**config.mk**
```make
export PLATFORM = sky130hd
export DESIGN_NAME = acc_regs
export DESIGN_NICKNAME = d
export VERILOG_FILES = /design/src/shared/acc_pkg.sv /design/src/design/acc_regs.sv
export SDC_FILE = /design/constraint.sdc
export NUM_CORES = 1
export LEC_CHECK = 0
export BUFFER_PORTS_ARGS = -buffer_cell sky130_fd_sc_hd__buf_2
export CAP_MARGIN = 10
export CORE_ASPECT_RATIO = 0.8
export CORE_MARGIN = 2
export CORE_UTILIZATION = 27
export CTS_CLUSTER_DIAMETER = 60
export DETAILED_ROUTE_END_ITERATION = 10
export PLACE_DENSITY_LB_ADDON = 0.12
export SYNTH_ARGS = -nofsm -noshare
export SYNTH_HDL_FRONTEND = slang
export SYNTH_SLANG_ARGS = --single-unit
export TNS_END_PERCENT = 30
```
**constraint.sdc**
```tcl
create_clock -name clk_i -period 0.93 [get_ports clk_i]
set_clock_uncertainty 0.15 [all_clocks]
set_input_delay 0.093 -clock clk_i [delete_from_list [all_inputs] [get_ports clk_i]]
set_output_delay 0.093 -clock clk_i [all_outputs]
set_load 0.01 [all_outputs]
```
**src/shared/acc_pkg.sv**
```systemverilog
// Package: address, field layout and reset values of the auxiliary cache control register
package acc_pkg;
  // ----------------------------------------------------------------
  // Address map
  // ----------------------------------------------------------------
  localparam logic [31:0] ACC_ADDR = 32'hE000EF9C;
  // ----------------------------------------------------------------
  // Field positions
  // ----------------------------------------------------------------
  localparam int ACC_SWT_BIT = 0;
  localparam int ACC_CHK_BIT = 1;
  localparam int ACC_FWT_BIT = 2;
  localparam logic [31:0] ACC_ZERO = 32'h00000000;
  // Check-disable reset values: checking on when built in, off when omitted
  localparam logic ACC_CHK_RST_ECC = 1'b0;
  localparam logic ACC_CHK_RST_NOECC = 1'b1;
  localparam logic ACC_BIT_RST = 1'b0;
endpackage : acc_pkg

```
**src/design/acc_regs.sv**
```systemverilog
// Auxiliary cache control register with its decoded cache policy outputs
//
// Operation
// Force write-through bit 2 makes data cache treat write-back regions as write-through.
// Without a data cache, force and shared write-through bits read as zero.
// Check-disable bit 1: zero enables checking in both caches, one disables.
// Writes to bit 1 ignored when both caches absent or checking not built.
// Bit 1 resets to 0 with checking built in, else 1.
// Shared write-through zero: shareable cacheable locations non-cacheable in both caches.
// Shared write-through one: data cache write-through, instruction cache non-cacheable.
// Shared write-through set makes every write globally visible.
// Software changes bit 1 only with caches off, then invalidates both.
// Bits 31 to 3 read as zero and ignore writes.
`timescale 1ns/1ps
module acc_regs #(
  parameter bit HAS_DCACHE = 1'b1,
  parameter bit HAS_ICACHE = 1'b1,
  parameter bit HAS_ECC = 1'b1
) (
  // Clock and reset
  input wire logic clk_i,
  input wire logic nrst_i,
  // Privileged register access
  input wire logic req_i,
  input wire logic wr_i,
  input wire logic priv_i,
  input wire logic [31:0] addr_i,
  input wire logic [31:0] wdata_i,
  output logic [31:0] rdata_o,
  output logic hit_o,
  // Cache policy
  output logic dc_force_wt_o,
  output logic dc_shared_wt_o,
  output logic ic_shared_nc_o,
  output logic dc_shared_nc_o,
  output logic writes_global_o,
  output logic ic_check_en_o,
  output logic dc_check_en_o
);
  import acc_pkg::*;

  // Reset value of the check bit, and whether writes to it may land at all
  localparam logic CHK_RST = HAS_ECC ? ACC_CHK_RST_ECC : ACC_CHK_RST_NOECC;
  localparam bit CHK_WR_OK = HAS_ECC && (HAS_DCACHE || HAS_ICACHE);

  // Stored bits and the registered read port
  logic fwt_q, fwt_d;
  logic chk_q, chk_d;
  logic swt_q, swt_d;
  logic [31:0] rdata_q, rdata_d;
  logic hit_q, hit_d;
  logic sel;
  logic [31:0] view;

  // ----------------------------------------------------------------
  // Register write and read
  // ----------------------------------------------------------------
  // Unprivileged accesses neither write nor read; hit_o stays low and rdata_o keeps its last value
  always_comb begin
    sel = req_i && priv_i && (addr_i == ACC_ADDR);
    view = ACC_ZERO;
    view[ACC_FWT_BIT] = fwt_q;
    view[ACC_CHK_BIT] = chk_q;
    view[ACC_SWT_BIT] = swt_q;
    fwt_d = fwt_q;
    chk_d = chk_q;
    swt_d = swt_q;
    rdata_d = rdata_q;
    hit_d = sel;
    if (sel && wr_i) begin
      // Without a data cache both write-through bits stay at zero
      fwt_d = HAS_DCACHE ? wdata_i[ACC_FWT_BIT] : ACC_BIT_RST;
      swt_d = HAS_DCACHE ? wdata_i[ACC_SWT_BIT] : ACC_BIT_RST;
      if (CHK_WR_OK) begin
        chk_d = wdata_i[ACC_CHK_BIT];
      end
    end
    if (sel && !wr_i) begin
      rdata_d = view;
    end else if (sel) begin
      rdata_d = ACC_ZERO;
    end
  end

  always_ff @(posedge clk_i or negedge nrst_i) begin
    if (!nrst_i) begin
      fwt_q <= ACC_BIT_RST;
      chk_q <= CHK_RST;
      swt_q <= ACC_BIT_RST;
      rdata_q <= ACC_ZERO;
      hit_q <= 1'b0;
    end else begin
      fwt_q <= fwt_d;
      chk_q <= chk_d;
      swt_q <= swt_d;
      rdata_q <= rdata_d;
      hit_q <= hit_d;
    end
  end

  // ----------------------------------------------------------------
  // Policy decode
  // ----------------------------------------------------------------
  // Registered so each output comes straight from a flip-flop; lags bits by one edge.
  // Changing the check setting with live lines is unsafe; software keeps caches off. R9
  logic [6:0] pol_q, pol_d;
  always_comb begin
    pol_d[0] = fwt_q;
    pol_d[1] = swt_q;
    pol_d[2] = 1'b1;
    pol_d[3] = !swt_q;
    pol_d[4] = swt_q;
    pol_d[5] = HAS_ICACHE && !chk_q;
    pol_d[6] = HAS_DCACHE && !chk_q;
  end

  always_ff @(posedge clk_i or negedge nrst_i) begin
    if (!nrst_i) begin
      pol_q <= 7'h00;
    end else begin
      pol_q <= pol_d;
    end
  end

  // Every output is a bare flip-flop, so the pins carry no decode glitches
  assign rdata_o = rdata_q;
  assign hit_o = hit_q;
  assign dc_force_wt_o = pol_q[0];
  assign dc_shared_wt_o = pol_q[1];
  assign ic_shared_nc_o = pol_q[2];
  assign dc_shared_nc_o = pol_q[3];
  assign writes_global_o = pol_q[4];
  assign ic_check_en_o = pol_q[5];
  assign dc_check_en_o = pol_q[6];

  // ----------------------------------------------------------------
  // Assertions
  // ----------------------------------------------------------------
  property p_fwt_follows;
    @(posedge clk_i) disable iff (!nrst_i)
      (sel && wr_i && HAS_DCACHE) |=> ##1 (dc_force_wt_o == $past(wdata_i[ACC_FWT_BIT], 2));
  endproperty
  a_fwt_follows: assert property (p_fwt_follows) else $error("force write-through wrong");

  property p_no_dc_zero;
    @(posedge clk_i) disable iff (!nrst_i)
      !HAS_DCACHE |-> (!fwt_q && !swt_q);
  endproperty
  a_no_dc_zero: assert property (p_no_dc_zero) else $error("bits set without data cache");

  // Look-back checks start only from edges that saw reset released; the release edge is vacuous
  property p_check_sense;
    @(posedge clk_i) disable iff (!nrst_i)
      nrst_i |=> (dc_check_en_o == (HAS_DCACHE && !$past(chk_q)));
  endproperty
  a_check_sense: assert property (p_check_sense) else $error("check enable sense wrong");

  property p_chk_wi;
    @(posedge clk_i) disable iff (!nrst_i)
      !CHK_WR_OK |=> $stable(chk_q);
  endproperty
  a_chk_wi: assert property (p_chk_wi) else $error("check bit changed though ignored");

  property p_chk_reset;
    @(posedge clk_i) $rose(nrst_i) |-> (chk_q == CHK_RST);
  endproperty
  a_chk_reset: assert property (p_chk_reset) else $error("check bit reset value wrong");

  property p_shared_modes;
    @(posedge clk_i) disable iff (!nrst_i)
      nrst_i |=> ((dc_shared_nc_o != dc_shared_wt_o) && ic_shared_nc_o);
  endproperty
  a_shared_modes: assert property (p_shared_modes) else $error("shared mode decode wrong");

  property p_global;
    @(posedge clk_i) disable iff (!nrst_i)
      nrst_i |=> (writes_global_o == $past(swt_q));
  endproperty
  a_global: assert property (p_global) else $error("writes not global");

  property p_reserved;
    @(posedge clk_i) disable iff (!nrst_i)
      hit_o |-> (rdata_o[31:3] == 29'h0);
  endproperty
  a_reserved: assert property (p_reserved) else $error("reserved bits read nonzero");

  // Decode outputs follow the stored bits one edge later, whatever they were
  property p_fwt_decode;
    @(posedge clk_i) disable iff (!nrst_i)
      nrst_i |=> (dc_force_wt_o == $past(fwt_q));
  endproperty
  a_fwt_decode: assert property (p_fwt_decode) else $error("force decode wrong");

  property p_ic_check_sense;
    @(posedge clk_i) disable iff (!nrst_i)
      nrst_i |=> (ic_check_en_o == (HAS_ICACHE && !$past(chk_q)));
  endproperty
  a_ic_check_sense: assert property (p_ic_check_sense) else $error("icache sense wrong");

  // A landed write sets the check bit to exactly what was written
  property p_chk_write;
    @(posedge clk_i) disable iff (!nrst_i)
      (sel && wr_i && CHK_WR_OK) |=> (chk_q == $past(wdata_i[ACC_CHK_BIT]));
  endproperty
  a_chk_write: assert property (p_chk_write) else $error("check bit write lost");

  property p_swt_decode;
    @(posedge clk_i) disable iff (!nrst_i)
      nrst_i |=> ((dc_shared_wt_o == $past(swt_q)) && (dc_shared_nc_o == !$past(swt_q)));
  endproperty
  a_swt_decode: assert property (p_swt_decode) else $error("shared decode wrong");

  // A read returns the stored bits as they stood at the access edge
  property p_read_view;
    @(posedge clk_i) disable iff (!nrst_i)
      (sel && !wr_i) |=> ((rdata_o[ACC_FWT_BIT] == $past(fwt_q))
        && (rdata_o[ACC_CHK_BIT] == $past(chk_q)) && (rdata_o[ACC_SWT_BIT] == $past(swt_q)));
  endproperty
  a_read_view: assert property (p_read_view) else $error("read data wrong");

  // ----------------------------------------------------------------
  // Cover points
  // ----------------------------------------------------------------
  // Writes, reads, shared write-through turning on, and both directions of the check bit

  c_write: cover property (@(posedge clk_i) disable iff (!nrst_i) sel && wr_i);
  c_read: cover property (@(posedge clk_i) disable iff (!nrst_i) sel && !wr_i);
  c_swt_on: cover property (@(posedge clk_i) disable iff (!nrst_i) $rose(writes_global_o));
  c_chk_off: cover property (@(posedge clk_i) disable iff (!nrst_i) $rose(chk_q));
  c_chk_on: cover property (@(posedge clk_i) disable iff (!nrst_i) $fell(chk_q));
endmodule // acc_regs

```
# Word-level counts from Yosys, hierarchy flattened
# Index checks and enable logic that the tools add are counted.
# word_totals
word_cells	17
memories	0
latch_bits	0
mem_bits_ro	0
ram_bits	0
reg_bits	42
# classes
eq_ne	1
reduce_logical	8
n_mux	2
order_cmp	0
n_bitwise	0
multipliers	0
addsub	0
shift	0
div_mod_pow	0
# op_table
cell	count
32-bit 2-to-1 mux	2
32-bit == test (second input constant)	1
1-bit logical AND	4
1-bit zero test	3
2-bit nonzero test	1

# Logic depth before layout (Yosys ltp)
# Gate-level depths: netlist of run 1.
# logic_depth
word_depth	4
depth_mapped	4
depth_no_buf	4

# Worst setup path before layout of run 1
# No wires, ideal clock.
# synth_timing
path_type	in2reg
from	input addr_i[12]
to	register chk_q
path_buffers	0
t_required_ns	0.655
setup_time_ns	0.125
setup_slack_ns	-1.098
t_arrival_ns	1.753
path_stages	4
path_cell_list	or4_4 -> or3b_1 -> or4_4 -> mux2_4
# synth_via
elab_chain_cells	3
# synth_rtl
element	line_no	text
start: declaration	acc_regs.sv:27	input wire logic [31:0] addr_i,
32-bit == test	acc_regs.sv:60	sel = req_i && priv_i && (addr_i == ACC_ADDR);
1-bit logical AND	acc_regs.sv:60	
1-bit logical AND	acc_regs.sv:70	if (sel && wr_i) begin
end signal: assignment	acc_regs.sv:94	chk_q <= chk_d;
end: declaration	acc_regs.sv:48	logic chk_q, chk_d;
# Every way passes these cells.
# A chain may end at the register's enable or synchronous reset.

# Worst setup path after layout of run 1
# layout_timing
from	input addr_i[12]
to	register swt_q
# layout_via
elab_chain_cells	3
# layout_rtl
element	line_no	text
32-bit == test	acc_regs.sv:60	
1-bit logical AND	acc_regs.sv:60	
1-bit logical AND	acc_regs.sv:70	
end signal: assignment	acc_regs.sv:95	swt_q <= swt_d;
end: declaration	acc_regs.sv:49	logic swt_q, swt_d;
# Every way passes these cells.

==> metrics.md, run 1 <==
| Metric | Value |
|---|---|
| Vias | `between 600 and 700` |
| HP Class | `in -> reg` |
| Worst skew pair latency | `0.26 ns` |
| RePlAce Congestion | `between 0.6 and 0.7` |
| Worst stage delay on the critical path | `0.52 ns` |
| Largest net degree at the start of global routing | `13` |
| Crit path max-delay family | `simple AND/OR/NAND/NOR gates` |
| Global-route wire length before repair | `approximately 2.2 mm` |
| Fin Setup TNS | `-6.193 ns` |
| Critical path data required time | `between 0.9 and 1 ns` |
| TritonCTS Buffers | `3` |
| Antenna viol nets, final | `0` |
| CP Capture Type | `flop` |
| Reg clk slew, reported paths | `0.07 ns` |
| Final core occ | `0.3839` |
| CP cell instances | `buf_6 -> or4_4 -> or3b_1 -> or4_4 -> mux2_4` |
| Layout cell share with drive strength beyond 1 | `0.5714` |
| DRT Pass-1 Iters | `4` |
| Power Density | `about 960 nW/um^2` |
| Post-CTS setup buffers | `0` |
| Die width | `between 60 and 70 um` |
| Worst vdd ir | `about 0.31 mV` |
| Crit path DAT | `~1.9 ns` |
| DP HPWL | `1.241 mm` |
| Vias in the first global route | `between 500 and 600` |
| Hold buffer count at cts | `1` |
| CTS Sinks | `12` |
| Commonest cells after routing, fill and taps aside | `buf_2, conb_1, dfrtp_1, buf_6` |
| TritonCTS clock tree | `yes` |
| Kind of critical path | `in -> reg` |
| Max frequency | `533.0 MHz` |
| Worst-path fanout max | `3` |
| WL final | `1.404 mm` |
| H-tree depth reported by CTS | `1` |
| CP max stage cell | `or4_4` |
| CP Buf/Inv Count | `1` |
| Startpoint types | `input port` |
| Diodes inserted | `0` |
| Reg-to-reg critical path startpoint | `fwt_q$_DFFE_PN0P_` |
| Worst Setup EP | `swt_q$_DFFE_PN0P_` |
| Failing checks | `negative hold slack, negative setup slack` |
| # rows | `17` |
| Final period utilization | `2.017` |
| Slew Limit Fails | `0` |
| Port Buffers | `50` |
| Worst-case reg-to-reg path depth | `2` |
| Syn Area/Cell | `approximately 11 um^2` |
| Leak | `a little under 0.6 nW` |
| Placed instance count | `160` |
| Minimum clock period | `between 1.5 and 2 ns` |
| Max-Cap Viols | `0` |
| Initial antenna violation count | `0` |
| GRT Util Overall | `0.08876` |
| CP most frequent cell | `or4_4` |
| WL/cell | `roughly 8.6 um` |
| Unique masters post-synth | `19` |
| Detailed-route vias per instance | `~3.7` |
| Die height | `~52 um` |
| Final hold vios | `4` |
| DIE AREA | `3306 um^2` |
| Layout net count | `slightly below 200` |
| RSZ-0062 raised after global routing | `true` |
| Clock root buffer | `clkbuf_4` |
| Pre-CTS WS | `-1.244 ns` |
| Global route overflow | `0` |
| Overall power | `~1.0 mW` |
| Ys Warns | `0` |
| Status | `finished with violations` |
| Synth-to-layout area growth | `36.47%` |
| Post-layout instance area | `1054 um^2` |
| Mapped Cells | `between 70 and 80` |
| Setup slack after layout | `-0.9462 ns` |
| Leading cell type in the layout, fill and taps excluded | `buf_2` |
| Flop-to-flop setup slack | `-0.08 ns` |
| Starting DRT DRC Count | `16` |
| Netlist Area Pre-Place | `around 770 um^2` |
| Levels on crit path | `5` |
| #FFs+latches synth | `12` |
| Core box area | `around 2700 um^2` |
| Crit Reg-Reg Endpoint | `fwt_q$_DFFE_PN0P_` |
| CTS Buffer Depth | `2` |
| DRC errors left | `0` |
| Io pins | `about 110` |
| Hold WS | `-0.08675 ns` |
| Final setup vio count | `18` |
| Post-DP Area | `about 960 um^2` |
| Register area share after synthesis | `0.3890` |
| Post-route insts no fill | `between 150 and 200` |
| Starting Density | `0.2813` |
| Setup crit start | `addr_i[12]` |
[cells in the mapped netlist (all sizes together)]
library cell | n | area (um^2)
nand4 | 1 | 6.260
and4b | 3 | 33.78
or3b | 1 | 8.760
inv | 3 | 11.26
buf | 31 | 232.7
or4 | 3 | 30.03
and4 | 1 | 10.01
nor3 | 1 | 5.000
dfrtp | 12 | 300.3
nor4bb | 1 | 10.01
nand3 | 1 | 5.000
conb | 2 | 7.510
nor2b | 1 | 6.260
nor2 | 3 | 11.26
nor4 | 1 | 6.260
nor4b | 1 | 8.760
mux2 | 6 | 78.82
[layout make-up]
cell class	count	area, um^2
fillers	279	1690
repair buffers	54	307.8
multi-input cells	54	364.1
well taps	38	47.55
flip-flops and latches	12	300.3
inverters	3	11.26
clock buffers	3	22.52
[sequential cells by signal (all words and copies together), names as in the netlist]
name,flops
pol_q,5
rdata_o,3
chk_q,1
fwt_q,1
hit_o,1
swt_q,1
[layer usage]
layer,up-vias,part of all wire,track usage
li1,292,-,-
met5,-,0,0
met4,0,0.0028,0.04348
met1,263,0.40,0.1070
met2,51,0.46,0.1510
met3,2,0.13,0.01948
[where the power goes]
part           internal [mW]  leakage (nW)  switching [mW]
combinational         0.0849         0.423          0.0951
clock                  0.149        0.0138           0.154
sequential             0.524         0.155        0.000393
total                  0.758         0.592           0.249
[worst min-delay path by stage]
stage                     from                 end  slack (ns)  cells past startpoint
finish              wdata_i[0]   swt_q$_DFFE_PN0P_       -0.09                      2
global route        wdata_i[0]   swt_q$_DFFE_PN0P_       -0.09                      2
CTS                 wdata_i[0]   swt_q$_DFFE_PN0P_        -0.1                      2
detailed placement      nrst_i  pol_q[3]$_DFF_PN0_       -0.17                      1
global placement        nrst_i  pol_q[3]$_DFF_PN0_       -0.17                      1
floorplan               nrst_i   chk_q$_DFFE_PN0P_       -0.35                      0
[logic make-up after synthesis]
logic type | count (synthesis) | share of synthesized area
buffers and inverters | 34 | 0.3160
DFF | 12 | 0.3890
muxes | 6 | 0.1021
other | 2 | 0.009728
and+or+nand+nor | 18 | 0.1831
[what timing repair did]
action                                  in CTS  in global routing
hold endpoints to repair                    16                  3
pin swaps                                    5                  1
resized for setup                            7                  2
endpoints found under the setup margin      18                 18
gates cloned                                 0                  0
No activity file was read; power rests on OpenSTA's default activity.
==> inputs of run 2 (changes only) <==
BUFFER_PORTS_ARGS = unset   (was -buffer_cell sky130_fd_sc_hd__buf_2)
CORE_UTILIZATION = 31   (was 27)
DONT_BUFFER_PORTS = 1   (was unset)
==> run 2 against run 1 <==
Effect of this change:
- the run still ends with negative hold slack, negative setup slack left
- critical path type unchanged
- highest routed layer is now met3
- combinational power is 49% lower
- non-clock buffer count fell by 43
- cell area down 18%
==> metrics.md, run 2 (synthesis gave the netlist of run 1 again) <==
| Metric | Value |
|---|---|
| RSZ-0062 raised after global routing | `true` |
| TritonCTS Buffers | `3` |
| Worst vdd ir | `~0.36 mV` |
| Global-route wire length before repair | `between 1.5 and 2 mm` |
| Antenna viol nets, final | `0` |
| CP most frequent cell | `or4_4` |
| Die height | `~49 um` |
| CTS Sinks | `12` |
| Largest net degree at the start of global routing | `13` |
| Commonest cells after routing, fill and taps aside | `conb_1, dfrtp_1, mux2_4, dlygate4sd3_1, buf_4` |
| Vias | `between 400 and 500` |
| # rows | `16` |
| Number of flip-flops under the largest register name | `5` |
| Startpoint types | `input port` |
| Slew Limit Fails | `0` |
| Vias in the first global route | `about 380` |
| TritonCTS clock tree | `yes` |
| Detailed-route vias per instance | `roughly 4.1` |
| Status | `finished with violations` |
| Starting DRT DRC Count | `9` |
| Final setup vio count | `13` |
| Final hold vios | `4` |
| Minimum clock period | `between 1.5 and 2 ns` |
| Fill count | `between 200 and 250` |
| Reg clk slew, reported paths | `0.07 ns` |
| Layout cell share with drive strength beyond 1 | `0.3690` |
| Global route overflow | `0` |
| Diodes inserted | `0` |
| WL/cell | `about 11 um` |
| Port Buffers | `0` |
| Worst stage delay on the critical path | `about 0.51 ns` |
| Post-route insts no fill | `around 110` |
| Kind of critical path | `in -> reg` |
| Leading cell type in the layout, fill and taps excluded | `conb_1` |
| CP Capture Type | `flop` |
| Final core occ | `0.3589` |
| Fin Setup TNS | `-5.287 ns` |
| DP HPWL | `about 1.1 mm` |
| RePlAce Congestion | `between 0.6 and 0.7` |
| Pre-CTS WS | `-1.138 ns` |
| Synth-to-layout area growth | `11.67%` |
| Io pins | `~110` |
| Measured slew at the worst slew-check pin | `between 0.5 and 0.6 ns` |
| Clock root buffer | `clkbuf_4` |
| Post-layout instance area | `between 800 and 900 um^2` |
| Placed instance count | `102` |
| Worst-path fanout max | `3` |
| Max-Cap Viols | `0` |
| Hold buffer count at cts | `4` |
| Wire length on met2 | `~600 um` |
| CP max stage cell | `or4_4` |
| Top sig layer | `met3` |
| HP Class | `in -> reg` |
| Slew HR | `0.6532` |
| Critical path data required time | `~0.93 ns` |
| Most flop-heavy register | `pol_q` |
| Core box area | `2402 um^2` |
| H-tree depth reported by CTS | `1` |
| CTS Buffer Depth | `2` |
| Worst skew pair latency | `roughly 0.26 ns` |
| Post-DP Area | `between 700 and 800 um^2` |
| Max frequency | `roughly 560 MHz` |
| Initial antenna violation count | `0` |
| Overall power | `about 1.0 mW` |
| CP cell instances | `or4_4 -> or3b_4 -> or4_4 -> mux2_4` |
| Leak | `0.4182 nW` |
| Hold WS | `-0.09120 ns` |
| Die width | `~60 um` |
| Power Density | `about 1200 nW/um^2` |
| WL final | `1.202 mm` |
| GRT Util Overall | `0.07509` |
| Crit path DAT | `~1.8 ns` |
| Layout net count | `154` |
| DRC errors left | `0` |
| DIE AREA | `between 2000 and 3000 um^2` |
| WL met3 | `just under 200 um` |
| Starting Density | `0.3214` |
| Final period utilization | `1.927` |
| WL met1 | `407 um` |
| Setup slack after layout | `-0.8621 ns` |
| DRT Pass-1 Iters | `2` |
| Failing checks | `negative hold slack, negative setup slack` |
[run 2: cell count changes in the layout (fill, tap and decap cells not counted), moves of 2 or more]
cell / change
buf_2: -46
dlygate4sd3_1: +3
mux2_2: -3
mux2_4: +3
dfrtp_1: -2
dfrtp_2: +2
[run 2: area by class of cell]
cell class / count / area, um^2 / share of cell area
Clock buffer: 4 / 36.28 / 0.04209
Timing Repair Buffer: 11 / 103.9 / 0.1205
Sequential cell: 12 / 302.8 / 0.3512
Multi-Input combinational cell: 54 / 374.1 / 0.4340
Inverter: 3 / 11.26 / 0.01306
Tap cell: 27 / 33.78 / 0.03919
[run 2: timing repair]
action / 4_1_cts / 5_1_grt
endpoints found under the setup margin: 17 / 18
setup buffers: 0 / 1
endpoints found under the hold margin: 19 / 4
cloned: 0 / 0
gates resized for setup: 9 / 5
pin swaps: 3 / 0
[run 2: final timing paths]
path,depth (start not counted),to,startpoint,slack (ns)
min in group asynchronous,1,pol_q[3]$_DFF_PN0_,nrst_i,0.08
min,2,hit_o$_DFF_PN0_,addr_i[7],-0.09
max reg2reg,2,rdata_o[2]$_DFFE_PN0P_,fwt_q$_DFFE_PN0P_,-0.10
max,4,chk_q$_DFFE_PN0P_,addr_i[1],-0.86
min reg2reg,0,pol_q[0]$_DFF_PN0_,fwt_q$_DFFE_PN0P_,0.26
max in group asynchronous,1,pol_q[4]$_DFF_PN0_,nrst_i,0.18
[run 2: critical path, delay by kind of cell]
family / cells / cell delay (ns)
mux: 1 / 0.31
simple gates: 3 / 1.39
[run 2: routing by layer]
metal	global-route usage	vias to the layer above
li1	-	207
met1	0.08911	206
met2	0.1214	47
met3	0.04011	0
met4	0.01111	0
met5	0	-
[run 2: power breakdown]
part           total (mW)  internal (mW)  switching, mW
Sequential          0.525          0.524        0.00187
Clock               0.404          0.238          0.166
Combinational      0.0926         0.0241         0.0684
